### src/hdl/drive_status_pkg.sv
// constants shared by the drive status detectors
package drive_status_pkg;

  // clock and millisecond tick
  localparam int CLK_PERIOD_NS = 4;
  localparam int MS_NS         = 1000000;
  localparam int TICK_CYCLES   = MS_NS / CLK_PERIOD_NS;

  // timer widths and durations in milliseconds
  localparam int          TMR_W          = 16;
  localparam int          MIN_ON_MS      = 100;
  localparam logic [15:0] MIN_ON_LIMIT   = 16'(MIN_ON_MS);
  localparam int          LOSS_WINDOW_MS = 400;

  // percentages and scale factors
  localparam logic [19:0] PCT_FULL       = 20'h00064;
  localparam logic [19:0] CUR_OFF_PCT    = 20'h0005A;
  localparam logic [15:0] TORQUE_HYST    = 16'h0005;
  localparam logic [19:0] BLANK_PCT      = 20'h00014;
  localparam logic [19:0] LOSS_DROP_PCT  = 20'h0000A;
  localparam logic [19:0] RECOVER_LO_PCT = 20'h00014;
  localparam logic [15:0] RATIO_OFF      = 16'h03E7;
  localparam logic [15:0] RATIO_FULL     = 16'h0064;
  localparam logic [31:0] SPEED_NUM      = 32'h0000_0078;
  localparam logic [31:0] FREQ_SCALE     = 32'h0000_0064;
  localparam logic [31:0] WH_PER_KWH     = 32'h0000_03E8;
  localparam logic [47:0] COEFF_SCALE    = 48'h0000_0000_03E8;

  // values after reset
  localparam logic [15:0] COEFF_RST = 16'h03E8;

  // output terminal selector codes
  localparam logic [7:0] SEL_OVERLOAD   = 8'h07;
  localparam logic [7:0] SEL_CMD_LOSS   = 8'h21;
  localparam logic [7:0] SEL_CUR_DET    = 8'h25;
  localparam logic [7:0] SEL_LOW_TORQUE = 8'h2D;

endpackage

### src/hdl/ms_timer.sv
// millisecond timer: counts ticks while its condition holds
`timescale 1ns/1ps
`default_nettype none
module ms_timer
  import drive_status_pkg::*;
(
  input  wire logic             sys_clk_i,
  input  wire logic             rst_n_i,
  input  wire logic             clk_en_i,
  input  wire logic             tick_i,
  input  wire logic             run_i,
  input  wire logic [TMR_W-1:0] limit_i,
  output logic                  done_o
);

  typedef struct packed {
    logic [TMR_W-1:0] cnt;
  } tmr_t;

  tmr_t st;
  tmr_t next_st;

  // restart when the condition drops, saturate at the top
  always_comb begin
    next_st = st;
    if (!run_i) begin
      next_st.cnt = '0;
    end else if (tick_i && st.cnt != '1) begin
      next_st.cnt = st.cnt + 1'b1;
    end
  end

  always_ff @(posedge sys_clk_i) begin
    if (!rst_n_i) begin
      st <= '0;
    end else if (clk_en_i) begin
      st <= next_st;
    end
  end

  // "longer than" the limit: strictly beyond it
  assign done_o = run_i && (st.cnt > limit_i);

endmodule
`default_nettype wire

### src/hdl/drive_status_detectors.sv
// status detectors of a motor inverter: current, torque, command loss, energy, speed
//
// Notes on behaviour
// overload early warning on while output current exceeds warning level
// current-detected flag sets after current stays above level beyond detect timer
// current-detected flag clears when current falls below 90% of level
// current-detected flag stays on at least 100 ms each time
// terminal code 7 overload, 37 current detected, 45 low torque
// energy display is accumulated kWh times display coefficient
// writing coefficient zero clears accumulator and displayed energy
// no accumulation while coefficient is zero; resumes on nonzero value
// command loss when analog command drops below 10% within 400 ms
// during loss run at loss ratio times previously sampled reference
// loss ends once command rises above the loss ratio level
// ratio 999 still flags loss but reference keeps following command
// ratio 0 or 999 recovers above 0.2 times sampled level f1
// ratio 100% or more recovers above full sampled level f1
// loss detection uses unfiltered analog input, filter constants ignored
// low-torque flag sets when torque below level longer than timer
// low-torque flag clears when torque exceeds level plus 5%
// low-torque flag stays on at least 100 ms each time
// torque level scaled so 100% equals rated motor torque
// below 20% of base frequency detection suspended, flag held
// low-torque flag forced off while inverter is stopped
// motor speed equals 120 over pole count times frequency
// command-loss flag high during loss, low once analog operation resumes
// timers count a millisecond tick, restart when condition goes false
`timescale 1ns/1ps
`default_nettype none
module drive_status_detectors
  import drive_status_pkg::*;
#(
  parameter int TICK_CYC = TICK_CYCLES
)
(
  input  wire logic        sys_clk_i,
  input  wire logic        rst_n_i,
  input  wire logic        clk_en_i,
  // measurement front end
  input  wire logic [15:0] out_current_i,
  input  wire logic [15:0] torque_pct_i,
  input  wire logic [15:0] out_freq_i,
  input  wire logic [15:0] analog_cmd_i,
  input  wire logic        running_i,
  input  wire logic        energy_valid_i,
  input  wire logic [15:0] energy_wh_i,
  // settings
  input  wire logic [15:0] current_warn_level,
  input  wire logic [15:0] current_detect_timer,
  input  wire logic [15:0] low_torque_level,
  input  wire logic [15:0] low_torque_timer,
  input  wire logic [15:0] base_freq_setting,
  input  wire logic [15:0] cmd_loss_ratio,
  input  wire logic [7:0]  pole_count,
  input  wire logic        coeff_wr_i,
  input  wire logic [15:0] energy_display_coeff,
  input  wire logic [7:0]  term_sel_i,
  // status
  output logic             overload_early_warn_o,
  output logic             current_detected_flag_o,
  output logic             low_torque_flag_o,
  output logic             cmd_loss_flag_o,
  output logic [15:0]      ref_freq_o,
  output logic [31:0]      energy_kwh_o,
  output logic [31:0]      energy_disp_o,
  output logic [15:0]      motor_speed_o,
  output logic             term_out_o
);

  localparam int TICK_W = $clog2(TICK_CYC + 1);
  localparam logic [TICK_W-1:0] TICK_LAST = TICK_W'(TICK_CYC - 1);
  localparam logic [8:0] WIN_LAST = 9'(LOSS_WINDOW_MS - 1);

  typedef enum logic [0:0] {
    LOSS_IDLE = 1'b0,
    LOSS_HELD = 1'b1
  } loss_state_t;

  typedef struct packed {
    logic [TICK_W-1:0] tick_cnt;
    logic              tick;
    logic              ol;
    logic              id;
    logic              utl;
    loss_state_t       loss;
    logic [8:0]        win_ms;
    logic [15:0]       f1;
    logic [15:0]       ref_freq;
    logic [15:0]       coeff;
    logic [31:0]       acc_wh;
    logic [31:0]       kwh;
    logic [31:0]       disp;
    logic [15:0]       speed;
    logic              term;
  } state_t;

  state_t st;
  state_t next_st;

  ////////////////////////////////////////////////////////////////////////////
  // detection conditions

  logic        cur_above;
  logic        cur_below_off;
  logic        torque_below;
  logic        torque_above_hyst;
  logic        low_freq_blank;
  logic        cmd_dropped;
  logic        cmd_recovered;
  logic [15:0] loss_ref;
  logic [15:0] recover_lvl;
  logic [31:0] loss_prod;
  logic [31:0] rec_prod;
  logic        id_timer_done;
  logic        id_hold_done;
  logic        utl_timer_done;
  logic        utl_hold_done;
  logic [47:0] disp_prod;
  logic [31:0] speed_prod;
  logic [31:0] speed_div;

  // current comparisons, off level widened to avoid overflow
  assign cur_above     = out_current_i > current_warn_level;
  assign cur_below_off = ({8'h00, out_current_i} * PCT_FULL)
                         < ({8'h00, current_warn_level} * CUR_OFF_PCT);

  // torque and level share one scale: 100 is rated torque
  assign torque_below      = torque_pct_i < low_torque_level;
  assign torque_above_hyst = {1'b0, torque_pct_i}
                             > ({1'b0, low_torque_level} + {1'b0, TORQUE_HYST});

  // torque estimate is poor at low speed, so detection is blanked there
  assign low_freq_blank = ({8'h00, out_freq_i} * PCT_FULL)
                          < ({8'h00, base_freq_setting} * BLANK_PCT);

  // raw analog input, never the filtered copy
  assign cmd_dropped = ({8'h00, analog_cmd_i} * PCT_FULL)
                       < ({8'h00, st.f1} * LOSS_DROP_PCT);

  // substitute reference during loss
  assign loss_prod = {16'h0000, st.f1} * {16'h0000, cmd_loss_ratio};
  assign loss_ref  = 16'(loss_prod / {12'h000, PCT_FULL});

  // recovery level depends on how the ratio is set
  assign rec_prod = {16'h0000, st.f1} * {12'h000, RECOVER_LO_PCT};
  always_comb begin
    if (cmd_loss_ratio == 16'h0000 || cmd_loss_ratio == RATIO_OFF) begin
      recover_lvl = 16'(rec_prod / {12'h000, PCT_FULL});
    end else if (cmd_loss_ratio >= RATIO_FULL) begin
      recover_lvl = st.f1;
    end else begin
      recover_lvl = loss_ref;
    end
  end
  assign cmd_recovered = analog_cmd_i > recover_lvl;

  // display arithmetic
  assign disp_prod  = {16'h0000, st.kwh} * {32'h0000_0000, st.coeff};
  assign speed_prod = SPEED_NUM * {16'h0000, out_freq_i};
  assign speed_div  = (pole_count == 8'h00) ? 32'h0000_0000
                      : speed_prod / (FREQ_SCALE * {24'h00_0000, pole_count});

  ////////////////////////////////////////////////////////////////////////////
  // timers on the shared millisecond tick

  // current must stay above level beyond the detect timer
  ms_timer u_id_timer (
    .sys_clk_i (sys_clk_i),
    .rst_n_i   (rst_n_i),
    .clk_en_i  (clk_en_i),
    .tick_i    (st.tick),
    .run_i     (cur_above),
    .limit_i   (current_detect_timer),
    .done_o    (id_timer_done)
  );

  // minimum on time of the current-detected flag
  ms_timer u_id_hold (
    .sys_clk_i (sys_clk_i),
    .rst_n_i   (rst_n_i),
    .clk_en_i  (clk_en_i),
    .tick_i    (st.tick),
    .run_i     (st.id),
    .limit_i   (MIN_ON_LIMIT),
    .done_o    (id_hold_done)
  );

  // torque must stay low beyond the low-torque timer, only while measurable
  ms_timer u_utl_timer (
    .sys_clk_i (sys_clk_i),
    .rst_n_i   (rst_n_i),
    .clk_en_i  (clk_en_i),
    .tick_i    (st.tick),
    .run_i     (torque_below && running_i && !low_freq_blank),
    .limit_i   (low_torque_timer),
    .done_o    (utl_timer_done)
  );

  // minimum on time of the low-torque flag
  ms_timer u_utl_hold (
    .sys_clk_i (sys_clk_i),
    .rst_n_i   (rst_n_i),
    .clk_en_i  (clk_en_i),
    .tick_i    (st.tick),
    .run_i     (st.utl),
    .limit_i   (MIN_ON_LIMIT),
    .done_o    (utl_hold_done)
  );

  ////////////////////////////////////////////////////////////////////////////
  // next state

  always_comb begin
    next_st = st;

    // millisecond tick, one cycle wide
    next_st.tick = 1'b0;
    if (st.tick_cnt == TICK_LAST) begin
      next_st.tick_cnt = '0;
      next_st.tick     = 1'b1;
    end else begin
      next_st.tick_cnt = st.tick_cnt + 1'b1;
    end

    // overload early warning follows the level directly
    next_st.ol = cur_above;

    // current detected: set wins over a pending clear
    if (id_timer_done) begin
      next_st.id = 1'b1;
    end else if (st.id && cur_below_off && id_hold_done) begin
      next_st.id = 1'b0;
    end

    // low torque: stop forces off, blanking holds the last decision
    if (!running_i) begin
      next_st.utl = 1'b0;
    end else if (low_freq_blank) begin
      next_st.utl = st.utl;
    end else if (utl_timer_done) begin
      next_st.utl = 1'b1;
    end else if (st.utl && torque_above_hyst && utl_hold_done) begin
      next_st.utl = 1'b0;
    end

    // command loss: compare against f1 at each window boundary
    if (st.tick) begin
      next_st.win_ms = (st.win_ms == WIN_LAST) ? 9'h000 : st.win_ms + 9'h001;
    end
    unique case (st.loss)
      LOSS_IDLE: begin
        next_st.ref_freq = analog_cmd_i;
        if (st.tick && st.win_ms == WIN_LAST) begin
          if (cmd_dropped) begin
            next_st.loss = LOSS_HELD;
            if (cmd_loss_ratio != RATIO_OFF) begin
              next_st.ref_freq = loss_ref;
            end
          end else begin
            next_st.f1 = analog_cmd_i;
          end
        end
      end
      LOSS_HELD: begin
        // f1 is frozen while in loss so the substitute stays put
        if (cmd_loss_ratio == RATIO_OFF) begin
          next_st.ref_freq = analog_cmd_i;
        end else begin
          next_st.ref_freq = loss_ref;
        end
        if (cmd_recovered) begin
          next_st.loss     = LOSS_IDLE;
          next_st.ref_freq = analog_cmd_i;
          next_st.f1       = analog_cmd_i;
          next_st.win_ms   = 9'h000;
        end
      end
    endcase

    // energy accumulator, gated by a nonzero coefficient
    if (coeff_wr_i) begin
      next_st.coeff = energy_display_coeff;
    end
    if (coeff_wr_i && energy_display_coeff == 16'h0000) begin
      next_st.acc_wh = 32'h0000_0000;
      next_st.kwh    = 32'h0000_0000;
      next_st.disp   = 32'h0000_0000;
    end else begin
      if (energy_valid_i && st.coeff != 16'h0000) begin
        next_st.acc_wh = st.acc_wh + {16'h0000, energy_wh_i};
      end
      next_st.kwh  = st.acc_wh / WH_PER_KWH;
      // coefficient is held in thousandths
      next_st.disp = 32'(disp_prod / COEFF_SCALE);
    end

    // speed display
    next_st.speed = speed_div[15:0];

    // output terminal selector
    unique case (term_sel_i)
      SEL_OVERLOAD:   next_st.term = next_st.ol;
      SEL_CUR_DET:    next_st.term = next_st.id;
      SEL_LOW_TORQUE: next_st.term = next_st.utl;
      SEL_CMD_LOSS:   next_st.term = (next_st.loss == LOSS_HELD);
      default:        next_st.term = 1'b0;
    endcase
  end

  ////////////////////////////////////////////////////////////////////////////
  // state register

  // clock enable low freezes everything, including the tick
  always_ff @(posedge sys_clk_i) begin
    if (!rst_n_i) begin
      st       <= '0;
      st.loss  <= LOSS_IDLE;
      st.coeff <= COEFF_RST;
    end else if (clk_en_i) begin
      st <= next_st;
    end
  end

  ////////////////////////////////////////////////////////////////////////////
  // outputs, all straight from the state register

  assign overload_early_warn_o   = st.ol;
  assign current_detected_flag_o = st.id;
  assign low_torque_flag_o       = st.utl;
  assign cmd_loss_flag_o         = (st.loss == LOSS_HELD);
  assign ref_freq_o              = st.ref_freq;
  assign energy_kwh_o            = st.kwh;
  assign energy_disp_o           = st.disp;
  assign motor_speed_o           = st.speed;
  assign term_out_o              = st.term;

endmodule
`default_nettype wire

### config.mk
export PLATFORM = sky130hd
export DESIGN_NAME = drive_status_detectors
export DESIGN_NICKNAME = d
export VERILOG_FILES = /design/src/hdl/drive_status_pkg.sv /design/src/hdl/ms_timer.sv /design/src/hdl/drive_status_detectors.sv
export SDC_FILE = /design/constraint.sdc
export NUM_CORES = 2
export LEC_CHECK = 0
export ABC_CLOCK_PERIOD_IN_PS = 92900
export BUFFER_PORTS_ARGS = -buffer_cell sky130_fd_sc_hd__buf_2
export CAP_MARGIN = 30
export CELL_PAD_IN_SITES_DETAIL_PLACEMENT = 1
export CELL_PAD_IN_SITES_GLOBAL_PLACEMENT = 2
export CORE_ASPECT_RATIO = 0.8
export CORE_MARGIN = 5
export CORE_UTILIZATION = 35
export CTS_CLUSTER_SIZE = 16
export DETAILED_ROUTE_END_ITERATION = 10
export HOLD_SLACK_MARGIN = 0.06
export PLACE_DENSITY = 0.8
export SETUP_SLACK_MARGIN = 0.5
export SYNTH_ARGS = -nofsm -noshare
export SYNTH_HDL_FRONTEND = slang
export SYNTH_SLANG_ARGS = --single-unit
### constraint.sdc
create_clock -name sys_clk_i -period 92.9 [get_ports sys_clk_i]
set_input_delay 0 -clock sys_clk_i [delete_from_list [all_inputs] [get_ports sys_clk_i]]
set_output_delay 0 -clock sys_clk_i [all_outputs]
set_load 0.02 [all_outputs]
==> results.sh <==
export IMPL_synth_edff_count=0
export IMPL_cts_buffers=39
export IMPL_drive_gt1_frac=0.0950
export IMPL_cpPeakStageDelay_ns=0.61
export IMPL_clkTransAtPathRegs_ns=0.06
export IMPL_cp_start_kind="primary input"
export IMPL_slew_viol_final=0
export IMPL_setup_tns_ns=0
export IMPL_hp_start="energy_wh_i[4]"
export IMPL_cp_depth=466
export IMPL_rr_startpoint="st[127]"
export IMPL_area_growth_pct=10.3
export IMPL_maxCapViolCount=0
export IMPL_synth_top_family_by_area="adder cells"
export IMPL_syn_inst=10800
export IMPL_fin_ws_ns=5.29
export IMPL_synth_warnings=0
export IMPL_gp_congestion=0.877
export IMPL_fin_nets=12800
export IMPL_whs_path_depth=8
export IMPL_clock_sinks=248
export IMPL_port_buffer_count=305
export IMPL_cpMostUsedCell="o21a_1"
export IMPL_synth_compound_area_frac=0.236
export IMPL_period_minus_slack_ns=87.61
export IMPL_reg2reg_to="energy_disp_o[0]"
export IMPL_critPathCaptureType="register"
export IMPL_wl_met1_mm=136
export IMPL_antenna_found_initial=25
export IMPL_grt_pass1_vias=82800
export IMPL_hold_slack_ns=0.149
export IMPL_outcome="finished clean"
export IMPL_ys_types=159
export IMPL_syn_cell_area_sq_um=81000
export IMPL_reg2regPathDepth=91
export IMPL_dieWidth_microns=548
export IMPL_post_drt_wl_per_cell_microns=20.0
export IMPL_drtAntennaViolNets=0
export IMPL_yosys_area_share_simple=0.225
export IMPL_synthArstFlopShare=0
export IMPL_synth_seq_cells=248
export IMPL_io_pins=315
export IMPL_highest_layer="met5"
export IMPL_cp_num_buf_inv=23
export IMPL_tritoncts="yes"
export IMPL_final_setup_skew_ns=0.0480
export IMPL_crit_slowest_cell="or4b_4"
export IMPL_hpwlAfterDp_mm=222
export IMPL_cp_max_fo=30
export IMPL_seq_area_frac_synth=0.0613
export IMPL_wl_met3_mm=12.3
export IMPL_syn_area_per_cell_sq_um=7.54
export IMPL_finalSetupViolations=0
export IMPL_rows=158
export IMPL_met2_wirelength_mm=128
export IMPL_die_y_microns=440
export IMPL_path_delay_family="compound AO/OA/AOI/OAI gates"
export IMPL_hold_end="st[87]"
export IMPL_worstHoldPathType="primary input to register"
export IMPL_clock_path_buffers=3
export IMPL_timing_reg2reg_setup_slack_ns=58.10
export IMPL_final_util=0.387
export IMPL_grt_max_degree=95
export IMPL_ys_flop_type="dfxtp_1"
export IMPL_die_area_sq_um=241000
export IMPL_fp_coreArea_sq_um=231000
export IMPL_clock_latency_ns=0.64
export IMPL_wirelength_mm=282
export IMPL_relSlewSlack=0.231
export IMPL_drtIter0Drc=4704
export IMPL_arrival_ns=88.10
export IMPL_max_freq_mhz=11.4
export IMPL_final_common_cell="inv_1"
export IMPL_dp_slack_ns=-1.08
export IMPL_track_usage=0.224
export IMPL_synthMuxAreaShare=0.0250
export IMPL_num_vias=79900
export IMPL_start_util=0.351
export IMPL_clockRootBuffer="clkbuf_16"
export IMPL_tightest_slew_ns=1.15
export IMPL_synth_xor_area_frac=0.0644
export IMPL_fin_crit_sh=0.943
export IMPL_grt_pass1_wl_mm=449
export IMPL_drc_errors=0
export IMPL_first_pass_iters=5
export IMPL_hold_violations=0
export IMPL_layout_common_cells="inv_1, nand2_1, ha_1"
export IMPL_synth_fa_ha_area_frac=0.307
export IMPL_routed_via_density=5.68
export IMPL_worst_setup_path_type="primary input to register"
export IMPL_required_ns=93.40
export IMPL_htree_num_levels=2
export IMPL_overflow=0
-- metrics by stage --
| step | std cells | area [sq um] |
|---|---|---|
| after floorplan | 10800 | 81200 |
| after global placement | 13800 | 85400 |
| after detailed placement | 13800 | 85700 |
| after CTS | 14000 | 88100 |
| after global routing | 14100 | 89400 |
| final | 14100 | 89400 |
-- area by class of cell --
class                   instances  area, sq um
fillers                     28500       142000
well taps                    3040         3800
diodes                         10         25.0
repair inverters                2         10.0
clock buffers                  48         1050
flip-flops and latches        248         4960
clock inverters                23          359
inverters                    1160         4380
repair buffers                632         4660
multi-input cells            8903        70200
-- worst max-delay path by stage --
stage	from	endpoint
6_report	pole_count[2]	motor_speed_o[0]
3_3_place_gp	pole_count[2]	motor_speed_o[0]
5_1_grt	pole_count[2]	motor_speed_o[0]
4_1_cts	pole_count[2]	motor_speed_o[0]
3_5_place_dp	pole_count[2]	motor_speed_o[0]
2_1_floorplan	pole_count[2]	motor_speed_o[0]
-- sequential cells by signal, indices dropped and copies added (netlist names) --
| register | cells |
|---|---|
| energy_kwh_o | 23 |
| ref_freq_o | 16 |
| low_torque_flag_o | 1 |
| term_out_o | 1 |
| u_utl_timer.st | 16 |
| energy_disp_o | 32 |
| cmd_loss_flag_o | 1 |
| current_detected_flag_o | 1 |
| u_id_hold.st | 16 |
| st | 92 |
| motor_speed_o | 16 |
| u_id_timer.st | 16 |
| overload_early_warn_o | 1 |
| u_utl_hold.st | 16 |
-- layer usage --
metal  global-route usage  vias to the layer above
met5                    0                        -
met4               0.0427                       12
met3               0.0237                      310
met2                0.374                     1446
met1                0.313                    39800
li1                     -                    38300
-- repair_timing --
item	4_1_cts	5_1_grt
setup endpoints to repair	1	2
hold endpoints to repair	122	0
setup buffers	1	62
pin swaps	1	54
gates cloned	1	11
gates resized for setup	9	147
hold buffers	96	0
-- synthesized netlist by cell type, types with 73 or more instances --
master    instances  area share
o31ai_1         180       0.017
ha_1           1022        0.16
buf_4           114       0.011
and3_1           77      0.0059
nand3_1         251       0.015
mux2i_1         101       0.012
o21ai_0         426       0.026
a31oi_1          95      0.0073
or3_1            73      0.0056
o21a_1          310       0.029
clkbuf_1        306       0.014
o211ai_1        104      0.0096
xnor2_1         379       0.041
or2_2            82      0.0063
nand2b_1         91      0.0070
nor2b_1         202       0.016
a21oi_1         588       0.036
inv_1          1157       0.054
nor2_1          700       0.032
xor2_1          200       0.022
nand2_1        1077       0.050
nor3_1          441       0.027
o21bai_1         78      0.0072
dfxtp_1         248       0.061
a21o_1          141       0.013
and2_1          346       0.027
nand4_1         105      0.0081
mux2_2           86       0.012
a211oi_1         95      0.0088
fa_1            581        0.14
-- cell families (layout without fill, tap and decap cells) --
logic type / after synthesis / in the layout
AO/OA/AOI/OAI: 2762 / 2762
buffers and inverters: 1619 / 1865
other: 1 / 28
AND/OR/NAND/NOR: 3694 / 3696
multiplexers: 190 / 190
flip-flops: 248 / 248
adder cells (fa/ha/maj): 1650 / 1650
XOR/XNOR: 587 / 587
-- tightest hold or removal path, cell delays in order --
cell and delay (ns):
buf_2 0.08, ha_1 0.16, a21oi_1 0.05, nor2_1 0.08, nor2_1 0.07, xnor2_1 0.14
a22oi_1 0.06, nor2b_1 0.10
Power is not shown: default switching activity piles up to over one toggle a cycle in this logic, so the estimate is an artifact.
